File: config.mk
export PLATFORM = sky130hd
export DESIGN_NAME = rctr_tuning_regs
export DESIGN_NICKNAME = d
export VERILOG_FILES = /design/src/common/rctr_pkg.sv /design/src/hdl/rctr_tuning_regs.sv /design/src/hdl/rctr_gain_calc.sv
export SDC_FILE = /design/constraint.sdc
export NUM_CORES = 1
export LEC_CHECK = 0
export CAP_MARGIN = 20
export CORE_ASPECT_RATIO = 0.7
export CORE_UTILIZATION = 38
export CTS_BUF_LIST = sky130_fd_sc_hd__clkbuf_16
export DETAILED_ROUTE_END_ITERATION = 12
export DONT_BUFFER_PORTS = 1
export GPL_TIMING_DRIVEN = 0
export PLACE_DENSITY = 0.49
export SKIP_LAST_GASP = 1
export SYNTH_ARGS = -nofsm -noshare
export SYNTH_HDL_FRONTEND = slang
export SYNTH_HIERARCHICAL = 1
export SYNTH_SLANG_ARGS = --single-unit
File: constraint.sdc
create_clock -name clock -period 2.1 [get_ports clock]
set_clock_uncertainty 0.2 [all_clocks]
set_input_delay 0.105 -clock clock [delete_from_list [all_inputs] [get_ports clock]]
set_output_delay 0.105 -clock clock [all_outputs]
set_load 0.01 [all_outputs]
File: src/common/rctr_pkg.sv
// Contract
// - damping high nibble sets bandpass inverse Q, reset 6
// - pulse stop clear keeps correction always active
// - mechanical response field, reset four, sets lowpass
// - extra-ripple window codes 20..50 percent, reset 01b
// - missed-ripple window codes 20..50 percent, reset 01b
// - proportional divider codes map to 32..512,16,1
// - proportional gain equals numerator over divisor
// - proportional numerator low five bits, resets one
// - integral divider codes map to 32..512,16,1
// - integral gain equals numerator over divisor
// - integral numerator low five bits, resets one
// - module-off input disables whole correction independently
package rctr_pkg;
	////////////////////////////////////////////////////////////////////////////////
	// register offsets
	localparam logic [7:0] BANDPASS_DAMPING_CFG_OFS = 8'h16;
	localparam logic [7:0] ERROR_CORRECTION_CFG_OFS = 8'h17;
	localparam logic [7:0] SPEED_LOOP_PROPORTIONAL_CFG_OFS = 8'h18;
	localparam logic [7:0] SPEED_LOOP_INTEGRAL_CFG_OFS = 8'h19;
	// reset values
	localparam logic [7:0] BANDPASS_DAMPING_CFG_RST = 8'h60;
	localparam logic [7:0] ERROR_CORRECTION_CFG_RST = 8'h45;
	localparam logic [7:0] SPEED_LOOP_PROPORTIONAL_CFG_RST = 8'h21;
	localparam logic [7:0] SPEED_LOOP_INTEGRAL_CFG_RST = 8'h21;
	localparam logic [7:0] READ_UNMAPPED_VALUE = 8'h00;
	////////////////////////////////////////////////////////////////////////////////
	// field positions
	localparam int INV_Q_LSB = 4;
	localparam int INV_Q_W = 4;
	localparam logic [3:0] INV_Q_RECOMMENDED = 4'h6;
	localparam int PULSE_STOP_BIT = 7;
	localparam int MECH_FLT_LSB = 4;
	localparam int MECH_FLT_W = 3;
	localparam int EXTRA_WIN_LSB = 2;
	localparam int MISSED_WIN_LSB = 0;
	localparam int WIN_W = 2;
	localparam int DIV_LSB = 5;
	localparam int DIV_W = 3;
	localparam int NUM_LSB = 0;
	localparam int NUM_W = 5;
	////////////////////////////////////////////////////////////////////////////////
	// window percentage coding: base plus step per code
	localparam int PCT_W = 6;
	localparam logic [5:0] WIN_BASE_PCT = 6'h14;
	localparam logic [5:0] WIN_STEP_PCT = 6'h0A;
	////////////////////////////////////////////////////////////////////////////////
	// divider codes and the left shift giving gain in units of 1/512
	localparam int GAIN_FRAC_W = 9;
	localparam logic [2:0] DIV_32 = 3'h0;
	localparam logic [2:0] DIV_64 = 3'h1;
	localparam logic [2:0] DIV_128 = 3'h2;
	localparam logic [2:0] DIV_256 = 3'h3;
	localparam logic [2:0] DIV_512 = 3'h4;
	localparam logic [2:0] DIV_16 = 3'h5;
	localparam logic [2:0] DIV_1 = 3'h6;
	localparam logic [2:0] DIV_RESERVED = 3'h7;
	localparam logic [3:0] SHIFT_32 = 4'h4;
	localparam logic [3:0] SHIFT_64 = 4'h3;
	localparam logic [3:0] SHIFT_128 = 4'h2;
	localparam logic [3:0] SHIFT_256 = 4'h1;
	localparam logic [3:0] SHIFT_512 = 4'h0;
	localparam logic [3:0] SHIFT_16 = 4'h5;
	localparam logic [3:0] SHIFT_1 = 4'h9;
endpackage : rctr_pkg

File: src/hdl/rctr_tuning_regs.sv
// ripple-count tuning register bank with decoded configuration outputs
module rctr_tuning_regs #(
	parameter int NUM_W = 5,
	parameter int FRAC_W = 9
) (
	input wire logic clock,
	input wire logic nrst,
	input wire logic reg_wr_en,
	input wire logic reg_rd_en,
	input wire logic [7:0] reg_addr,
	input wire logic [7:0] reg_wr_data,
	output logic [7:0] reg_rd_data,
	output logic reg_rd_valid,
	input wire logic correction_module_off,
	output logic [3:0] bandpass_inverse_q,
	output logic bandpass_q_off_recommended,
	output logic correction_enable,
	output logic correction_pulse_stop,
	output logic [2:0] mechanical_response_filter,
	output logic [5:0] extra_ripple_window_pct,
	output logic [5:0] missed_ripple_window_pct,
	output logic [4:0] proportional_numerator,
	output logic [2:0] proportional_divider,
	output logic [NUM_W+FRAC_W-1:0] proportional_gain,
	output logic proportional_divider_bad,
	output logic [4:0] integral_numerator,
	output logic [2:0] integral_divider,
	output logic [NUM_W+FRAC_W-1:0] integral_gain,
	output logic integral_divider_bad
);
	localparam int GW = NUM_W + FRAC_W;

	// the numerator field is five bits wide in the register
	if (NUM_W != rctr_pkg::NUM_W) begin : g_bad_num
		$error("rctr_tuning_regs: NUM_W must match the numerator field");
	end

	////////////////////////////////////////////////////////////////////////////////
	// register storage
	logic [7:0] bandpass_damping_cfg_reg;
	logic [7:0] bandpass_damping_cfg_next;
	logic [7:0] error_correction_cfg_reg;
	logic [7:0] error_correction_cfg_next;
	logic [7:0] speed_loop_proportional_cfg_reg;
	logic [7:0] speed_loop_proportional_cfg_next;
	logic [7:0] speed_loop_integral_cfg_reg;
	logic [7:0] speed_loop_integral_cfg_next;

	// address decode
	wire hit_damping = (reg_addr == rctr_pkg::BANDPASS_DAMPING_CFG_OFS);
	wire hit_correction = (reg_addr == rctr_pkg::ERROR_CORRECTION_CFG_OFS);
	wire hit_proportional = (reg_addr == rctr_pkg::SPEED_LOOP_PROPORTIONAL_CFG_OFS);
	wire hit_integral = (reg_addr == rctr_pkg::SPEED_LOOP_INTEGRAL_CFG_OFS);
	wire hit_any = hit_damping | hit_correction | hit_proportional | hit_integral;

	// full byte stored, reserved nibble included; unmapped writes dropped
	assign bandpass_damping_cfg_next =
		(reg_wr_en && hit_damping) ? reg_wr_data : bandpass_damping_cfg_reg;
	assign error_correction_cfg_next =
		(reg_wr_en && hit_correction) ? reg_wr_data : error_correction_cfg_reg;
	assign speed_loop_proportional_cfg_next =
		(reg_wr_en && hit_proportional) ? reg_wr_data : speed_loop_proportional_cfg_reg;
	assign speed_loop_integral_cfg_next =
		(reg_wr_en && hit_integral) ? reg_wr_data : speed_loop_integral_cfg_reg;

	// register update with documented reset values
	always_ff @(posedge clock) begin
		if (!nrst) begin
			bandpass_damping_cfg_reg <= rctr_pkg::BANDPASS_DAMPING_CFG_RST;
			error_correction_cfg_reg <= rctr_pkg::ERROR_CORRECTION_CFG_RST;
			speed_loop_proportional_cfg_reg <= rctr_pkg::SPEED_LOOP_PROPORTIONAL_CFG_RST;
			speed_loop_integral_cfg_reg <= rctr_pkg::SPEED_LOOP_INTEGRAL_CFG_RST;
		end else begin
			bandpass_damping_cfg_reg <= bandpass_damping_cfg_next;
			error_correction_cfg_reg <= error_correction_cfg_next;
			speed_loop_proportional_cfg_reg <= speed_loop_proportional_cfg_next;
			speed_loop_integral_cfg_reg <= speed_loop_integral_cfg_next;
		end
	end

	////////////////////////////////////////////////////////////////////////////////
	// read path
	logic [7:0] rd_data_reg;
	logic rd_valid_reg;
	wire [7:0] rd_mux =
		hit_damping ? bandpass_damping_cfg_reg :
		hit_correction ? error_correction_cfg_reg :
		hit_proportional ? speed_loop_proportional_cfg_reg :
		hit_integral ? speed_loop_integral_cfg_reg :
		rctr_pkg::READ_UNMAPPED_VALUE;

	// read data captured one cycle after the request
	always_ff @(posedge clock) begin
		if (!nrst) begin
			rd_data_reg <= 8'h00;
			rd_valid_reg <= 1'b0;
		end else begin
			rd_data_reg <= reg_rd_en ? rd_mux : rd_data_reg;
			rd_valid_reg <= reg_rd_en;
		end
	end

	assign reg_rd_data = rd_data_reg;
	assign reg_rd_valid = rd_valid_reg;

	////////////////////////////////////////////////////////////////////////////////
	// field extraction
	wire [3:0] inv_q_fld = bandpass_damping_cfg_reg[rctr_pkg::INV_Q_LSB +: rctr_pkg::INV_Q_W];
	wire pulse_stop_fld = error_correction_cfg_reg[rctr_pkg::PULSE_STOP_BIT];
	wire [2:0] mech_fld =
		error_correction_cfg_reg[rctr_pkg::MECH_FLT_LSB +: rctr_pkg::MECH_FLT_W];
	wire [1:0] extra_fld = error_correction_cfg_reg[rctr_pkg::EXTRA_WIN_LSB +: rctr_pkg::WIN_W];
	wire [1:0] missed_fld =
		error_correction_cfg_reg[rctr_pkg::MISSED_WIN_LSB +: rctr_pkg::WIN_W];
	wire [4:0] kp_num_fld = speed_loop_proportional_cfg_reg[rctr_pkg::NUM_LSB +: rctr_pkg::NUM_W];
	wire [2:0] proportional_divider_fld = speed_loop_proportional_cfg_reg[rctr_pkg::DIV_LSB +: rctr_pkg::DIV_W];
	wire [4:0] ki_num_fld = speed_loop_integral_cfg_reg[rctr_pkg::NUM_LSB +: rctr_pkg::NUM_W];
	wire [2:0] integral_divider_fld = speed_loop_integral_cfg_reg[rctr_pkg::DIV_LSB +: rctr_pkg::DIV_W];

	// window code to percent: 20 plus 10 per step
	wire [5:0] extra_pct =
		6'(rctr_pkg::WIN_BASE_PCT + 6'(rctr_pkg::WIN_STEP_PCT * extra_fld));
	wire [5:0] missed_pct =
		6'(rctr_pkg::WIN_BASE_PCT + 6'(rctr_pkg::WIN_STEP_PCT * missed_fld));

	// effective gains from numerator and divider code
	logic [GW-1:0] kp_gain;
	logic [GW-1:0] ki_gain;
	logic kp_bad;
	logic ki_bad;

	rctr_gain_calc #(.NUM_W(NUM_W), .FRAC_W(FRAC_W)) u_kp_gain (
		.numerator(kp_num_fld),
		.divider_code(proportional_divider_fld),
		.gain(kp_gain),
		.reserved_code(kp_bad)
	);

	rctr_gain_calc #(.NUM_W(NUM_W), .FRAC_W(FRAC_W)) u_ki_gain (
		.numerator(ki_num_fld),
		.divider_code(integral_divider_fld),
		.gain(ki_gain),
		.reserved_code(ki_bad)
	);

	////////////////////////////////////////////////////////////////////////////////
	// registered configuration outputs
	logic [3:0] inv_q_reg;
	logic q_off_rec_reg;
	logic corr_en_reg;
	logic pulse_stop_reg;
	logic [2:0] mech_reg;
	logic [5:0] extra_pct_reg;
	logic [5:0] missed_pct_reg;
	logic [4:0] kp_num_reg;
	logic [2:0] proportional_divider_reg;
	logic [GW-1:0] kp_gain_reg;
	logic kp_bad_reg;
	logic [4:0] ki_num_reg;
	logic [2:0] integral_divider_reg;
	logic [GW-1:0] ki_gain_reg;
	logic ki_bad_reg;

	// module-off overrides correction regardless of pulse stop
	wire corr_en_next = !correction_module_off;
	wire q_off_next = (inv_q_fld != rctr_pkg::INV_Q_RECOMMENDED);

	// one pipeline stage toward the ripple engine
	always_ff @(posedge clock) begin
		if (!nrst) begin
			inv_q_reg <= rctr_pkg::INV_Q_RECOMMENDED;
			q_off_rec_reg <= 1'b0;
			corr_en_reg <= 1'b0;
			pulse_stop_reg <= 1'b0;
			mech_reg <= 3'h4;
			extra_pct_reg <= 6'h1E;
			missed_pct_reg <= 6'h1E;
			kp_num_reg <= 5'h01;
			proportional_divider_reg <= 3'h1;
			kp_gain_reg <= '0;
			kp_bad_reg <= 1'b0;
			ki_num_reg <= 5'h01;
			integral_divider_reg <= 3'h1;
			ki_gain_reg <= '0;
			ki_bad_reg <= 1'b0;
		end else begin
			inv_q_reg <= inv_q_fld;
			q_off_rec_reg <= q_off_next;
			corr_en_reg <= corr_en_next;
			pulse_stop_reg <= pulse_stop_fld;
			mech_reg <= mech_fld;
			extra_pct_reg <= extra_pct;
			missed_pct_reg <= missed_pct;
			kp_num_reg <= kp_num_fld;
			proportional_divider_reg <= proportional_divider_fld;
			kp_gain_reg <= kp_gain;
			kp_bad_reg <= kp_bad;
			ki_num_reg <= ki_num_fld;
			integral_divider_reg <= integral_divider_fld;
			ki_gain_reg <= ki_gain;
			ki_bad_reg <= ki_bad;
		end
	end

	// output wiring
	assign bandpass_inverse_q = inv_q_reg;
	assign bandpass_q_off_recommended = q_off_rec_reg;
	assign correction_enable = corr_en_reg;
	assign correction_pulse_stop = pulse_stop_reg;
	assign mechanical_response_filter = mech_reg;
	assign extra_ripple_window_pct = extra_pct_reg;
	assign missed_ripple_window_pct = missed_pct_reg;
	assign proportional_numerator = kp_num_reg;
	assign proportional_divider = proportional_divider_reg;
	assign proportional_gain = kp_gain_reg;
	assign proportional_divider_bad = kp_bad_reg;
	assign integral_numerator = ki_num_reg;
	assign integral_divider = integral_divider_reg;
	assign integral_gain = ki_gain_reg;
	assign integral_divider_bad = ki_bad_reg;

	////////////////////////////////////////////////////////////////////////////////
	// checks
	inv_q_write_a: assert property (
		@(posedge clock) disable iff (!nrst)
		(reg_wr_en && hit_damping) ##1 !(reg_wr_en && hit_damping)
			|=> bandpass_inverse_q == $past(reg_wr_data[7:4], 2))
		else $error("inverse Q output does not follow damping write");

	inv_q_reset_a: assert property (
		@(posedge clock)
		!nrst ##1 (nrst && !reg_wr_en) |=> bandpass_inverse_q == 4'h6)
		else $error("inverse Q not six after reset");

	pulse_stop_a: assert property (
		@(posedge clock) disable iff (!nrst)
		(reg_wr_en && hit_correction) ##1 !(reg_wr_en && hit_correction)
			|=> correction_pulse_stop == $past(reg_wr_data[7], 2))
		else $error("pulse stop output does not follow write");

	mech_filter_a: assert property (
		@(posedge clock) disable iff (!nrst)
		(reg_wr_en && hit_correction) ##1 !(reg_wr_en && hit_correction)
			|=> mechanical_response_filter == $past(reg_wr_data[6:4], 2))
		else $error("mechanical filter output does not follow write");

	extra_window_a: assert property (
		@(posedge clock) disable iff (!nrst)
		##1 1'b1 |-> extra_ripple_window_pct == 6'd20 + 6'd10 * $past(extra_fld))
		else $error("extra-ripple window percent wrong");

	missed_window_a: assert property (
		@(posedge clock) disable iff (!nrst)
		##1 1'b1 |-> missed_ripple_window_pct == 6'd20 + 6'd10 * $past(missed_fld))
		else $error("missed-ripple window percent wrong");

	kp_div16_a: assert property (
		@(posedge clock) disable iff (!nrst)
		(proportional_divider_fld == 3'h5) |=> proportional_gain == GW'({$past(kp_num_fld), 5'h00}))
		else $error("proportional gain wrong for divisor 16");

	kp_unity_a: assert property (
		@(posedge clock) disable iff (!nrst)
		(proportional_divider_fld == 3'h6) |=> proportional_gain == GW'({$past(kp_num_fld), 9'h000}))
		else $error("proportional gain wrong for divisor 1");

	ki_div32_a: assert property (
		@(posedge clock) disable iff (!nrst)
		(integral_divider_fld == 3'h0) |=> integral_gain == GW'({$past(ki_num_fld), 4'h0}))
		else $error("integral gain wrong for divisor 32");

	ki_div512_a: assert property (
		@(posedge clock) disable iff (!nrst)
		(integral_divider_fld == 3'h4) |=> integral_gain == GW'($past(ki_num_fld)))
		else $error("integral gain wrong for divisor 512");

	num_reset_a: assert property (
		@(posedge clock)
		!nrst ##1 (nrst && !reg_wr_en) |=> proportional_numerator == 5'h01
			&& integral_numerator == 5'h01 && proportional_divider == 3'h1)
		else $error("numerators or divider not at reset value");

	module_off_a: assert property (
		@(posedge clock) disable iff (!nrst)
		correction_module_off |=> !correction_enable)
		else $error("correction still enabled while module off");

	readback_a: assert property (
		@(posedge clock) disable iff (!nrst)
		(reg_wr_en && hit_any) ##1 (reg_rd_en && !reg_wr_en
			&& reg_addr == $past(reg_addr)) |=> reg_rd_valid
			&& reg_rd_data == $past(reg_wr_data, 2))
		else $error("read does not return last written value");

	unmapped_read_a: assert property (
		@(posedge clock) disable iff (!nrst)
		(reg_rd_en && !hit_any) |=> reg_rd_valid && reg_rd_data == 8'h00)
		else $error("unmapped read not zero");
endmodule : rctr_tuning_regs

File: src/hdl/rctr_gain_calc.sv
// gain = numerator / divisor, as a fixed-point value in units of 1/512 (GAIN_FRAC_W fraction bits, whatever FRAC_W is)
module rctr_gain_calc #(
	parameter int NUM_W = 5,
	parameter int FRAC_W = 9
) (
	input wire logic [NUM_W-1:0] numerator,
	input wire logic [2:0] divider_code,
	output logic [NUM_W+FRAC_W-1:0] gain,
	output logic reserved_code
);
	localparam int GW = NUM_W + FRAC_W;

	// a divisor of 1, shifted left by 9, must still fit in the gain width
	if (FRAC_W < rctr_pkg::GAIN_FRAC_W || NUM_W < 1) begin : g_bad_width
		$error("rctr_gain_calc: FRAC_W too small or NUM_W zero");
	end

	logic [3:0] shift;

	// divider code to shift amount
	always_comb begin
		unique case (divider_code)
			rctr_pkg::DIV_32: shift = rctr_pkg::SHIFT_32;
			rctr_pkg::DIV_64: shift = rctr_pkg::SHIFT_64;
			rctr_pkg::DIV_128: shift = rctr_pkg::SHIFT_128;
			rctr_pkg::DIV_256: shift = rctr_pkg::SHIFT_256;
			rctr_pkg::DIV_512: shift = rctr_pkg::SHIFT_512;
			rctr_pkg::DIV_16: shift = rctr_pkg::SHIFT_16;
			rctr_pkg::DIV_1: shift = rctr_pkg::SHIFT_1;
			default: shift = rctr_pkg::SHIFT_512;
		endcase
	end

	// reserved code gives zero gain so the loop stays passive
	assign reserved_code = (divider_code == rctr_pkg::DIV_RESERVED);
	assign gain = reserved_code ? '0 : GW'(GW'(numerator) << shift);
endmodule : rctr_gain_calc

==> flow_summary.yaml <==
worst_setup_path:
  cp_max_fo: 8
  path_delay_family: "buffers and inverters"
  cp_slowest_cell: "dlygate4sd3_1"
  crit_chain: "dlygate4sd3_1 -> nor4b_4 -> dlygate4sd3_1 -> o211ai_1 -> o22ai_1"
  path_common_cell: "dlygate4sd3_1"
  worst_ep_arrival_time_ns: 2.09
  cp-start-kind: "input port"
  required_ns: 2.17
  critPathKind: "input port to register"
  cp.buffers_inverters: 2
  worstSetupEndpointType: "register"
  critPathMaxStageDelay_ns: 0.64
synth:
  synth_common_cells: "107 x dfxtp_1, 52 x and2_1, 36 x mux2i_1"
  synth_top_area_frac: 0.504
  ys_ff_latch: 107
  synthFlopType: "dfxtp_1"
  synth_area_per_cell_um2: 10.2
  synth-seq-area-share: 0.504
  synth_async_sr_flop_share: 0
  synth_most_common_cell: "dfxtp_1"
  synthCells: 418
  synth_area_leaders: "dfxtp_1 50%, mux2i_1 8.5%, and2_1 7.6%"
  yosysUniqueCellTypes: 43
  synth_top_cell_by_area: "dfxtp_1"
  yosys_warnings: 6
  synth_edf_count: 0
  netlist_area_um2: 4250
timing:
  final_max_slew_viol_count: 0
  fin_crit_sh: 0.961
  min_period_ns: 2.02
  slew_headroom: 0.597
  rsz0062_at_grt: "no"
  final_hold_viol_count: 0
  fmax_mhz: 495
  setup_tns_ns: 0
  worst_pin_slew_ns: 0.605
  hold_slack_ns: 0.0109
  setup_viol: 0
detailed_routing:
  ant_nets: 0
  drc: 0
  drt_wl_total_mm: 10.9
  num_vias: 3040
  drt_iter0_drc: 200
  drt_pre_antenna_iters: 5
  drt-met1-wl_mm: 5.68
  met3_length_mm: 1.04
  post_drt_wl_per_cell_um: 18.3
  viasPerCell: 5.08
  routed.top_layer: "met5"
  wl_met2_mm: 4.15
power:
  power_frac_seq: 0.531
  switching_share: 0.217
  power.switching_uw: 833
  clock_power_share: 0.434
  p_per_area_nw_per_um2: 789
  ir_drop_mv: 0.398
  leakagePower_uw: 0.00196
  comb_power_share: 0.035
  p_int_uw: 3010
clock_tree:
  h-tree-depth: 3
  cts_resized: 0
  cts.reportedPaths.clkPinSlew_ns: 0.07
  clock-root-buffer: "clkbuf_16"
  cts_tree: "done"
  clock_tree.buffer_depth: 2
  numCtsBuffers: 9
  clk_latency_ns: 0.34
  cts.sinks: 107
job:
  cap_violations: 0
global_routing:
  grt-ovfl-total: 0
  grt_pass1_vias: 2878
  grt_max_degree: 18
  grt_pass1_wl_mm: 17.2
  grt_usage: 0.199
  antenna_found_initial: 3
place:
  gp_congestion: 0.837
  portBuffers: 0
  dp_hpwl_mm: 7.62
die:
  die_area_um2: 11600
  dieHeight_um: 90.5
  initial_core_util: 0.400
  ioPinCount: 98
  die_w_um: 128
  num_rows: 31
  core_um2: 10600
final_layout:
  drive_above_1_share: 0.0759
  syn_to_final_growth_pct: 14.5
  fillerInstances: 1075
  num-nets-final: 466
worst_hold_path:
  hp-class: "input port to register"
outcome:
  status: "finished clean"
==> cell usage in the layout, fill, tap and decap left out, drive strengths merged, types with 4 or more instances in the layout <==
| cell | n |
|---|---|
| nor2b | 32 |
| and2 | 52 |
| a22oi | 7 |
| o22a | 7 |
| buf | 13 |
| nand3 | 4 |
| and3 | 10 |
| o21ai | 16 |
| dfxtp | 107 |
| dlygate4sd3 | 13 |
| nor2 | 8 |
| nand2 | 30 |
| a32o | 4 |
| a21oi | 12 |
| inv | 6 |
| mux2i | 36 |
| nand3b | 10 |
| mux2 | 4 |
| nand2b | 7 |
| clkbuf | 26 |
==> logic make-up after synthesis <==
group / share of synthesized area
AND/OR/NAND/NOR: 0.237
flip-flops: 0.504
AO/OA/AOI/OAI: 0.112
multiplexers: 0.0988
buffers and inverters: 0.0415
adder cells (fa/ha/maj): 0.00588
other: 0.000882
==> path summary, 6_finish.rpt <==
kind                                            from                    end  slack (ns)  cells after the start
setup reg to reg  speed_loop_proportional_cfg_reg[5]   proportional_gain[4]        0.36                      5
hold reg to reg          bandpass_damping_cfg_reg[6]  bandpass_inverse_q[2]        0.30                      1
hold / removal                                  nrst           reg_rd_valid        0.01                      2
setup / recovery                         reg_addr[7]         reg_rd_data[0]        0.08                      5
==> power groups by stage <==
stage / registers (µW) / logic [µW] / clock network (µW)
floorplan: 2090 / 70.0 / 0
global placement: 2090 / 100 / 0
detailed placement: 2090 / 100 / 0
CTS: 2040 / 135 / 1720
global route: 2040 / 145 / 1810
finish: 2040 / 133 / 1670
==> per-layer routing <==
metal,vias up,track usage
met1,1423,0.309
met2,118,0.249
met5,-,0
met4,2,0.0500
met3,4,0.0723
li1,1493,-
==> worst reg2reg max path, stage by stage (launching register included) <==
cell and delay (ns):
dfxtp_1 0.41, buf_6 0.17, mux2_4 0.31, a22o_1 0.23, a31o_1 0.17, and2_1 0.15
==> repair_timing <==
action	CTS	global route
endpoints found under the hold margin	49	0
hold buffers	13	0
setup buffers	0	0
==> metrics by stage <==
stage | setup slack [ns] | instance area, µm² | util | total power [µW] | cells
finish | 0.0811 | 4870 | 0.458 | 3840 | 598
global route | 0.0204 | 4860 | 0.458 | 4000 | 596
CTS | 0.107 | 4860 | 0.458 | 3890 | 596
detailed placement | 0.367 | 4440 | 0.418 | 2190 | 567
global placement | 0.383 | 4440 | 0.418 | 2190 | 567
floorplan | 0.482 | 4260 | - | 2160 | 419
==> layout make-up <==
type,instances,area [µm²],share of cell area
Antenna cell,2,5.00,0.00103
Timing Repair Buffer,13,130,0.0267
Multi-Input combinational cell,278,1940,0.398
Buffer,30,161,0.0331
Tap cell,148,185,0.0380
Sequential cell,107,2140,0.440
Clock inverter,7,66.3,0.0136
Inverter,4,15.0,0.00308
Clock buffer,9,225,0.0462
Power figures use the tool's default switching activity.
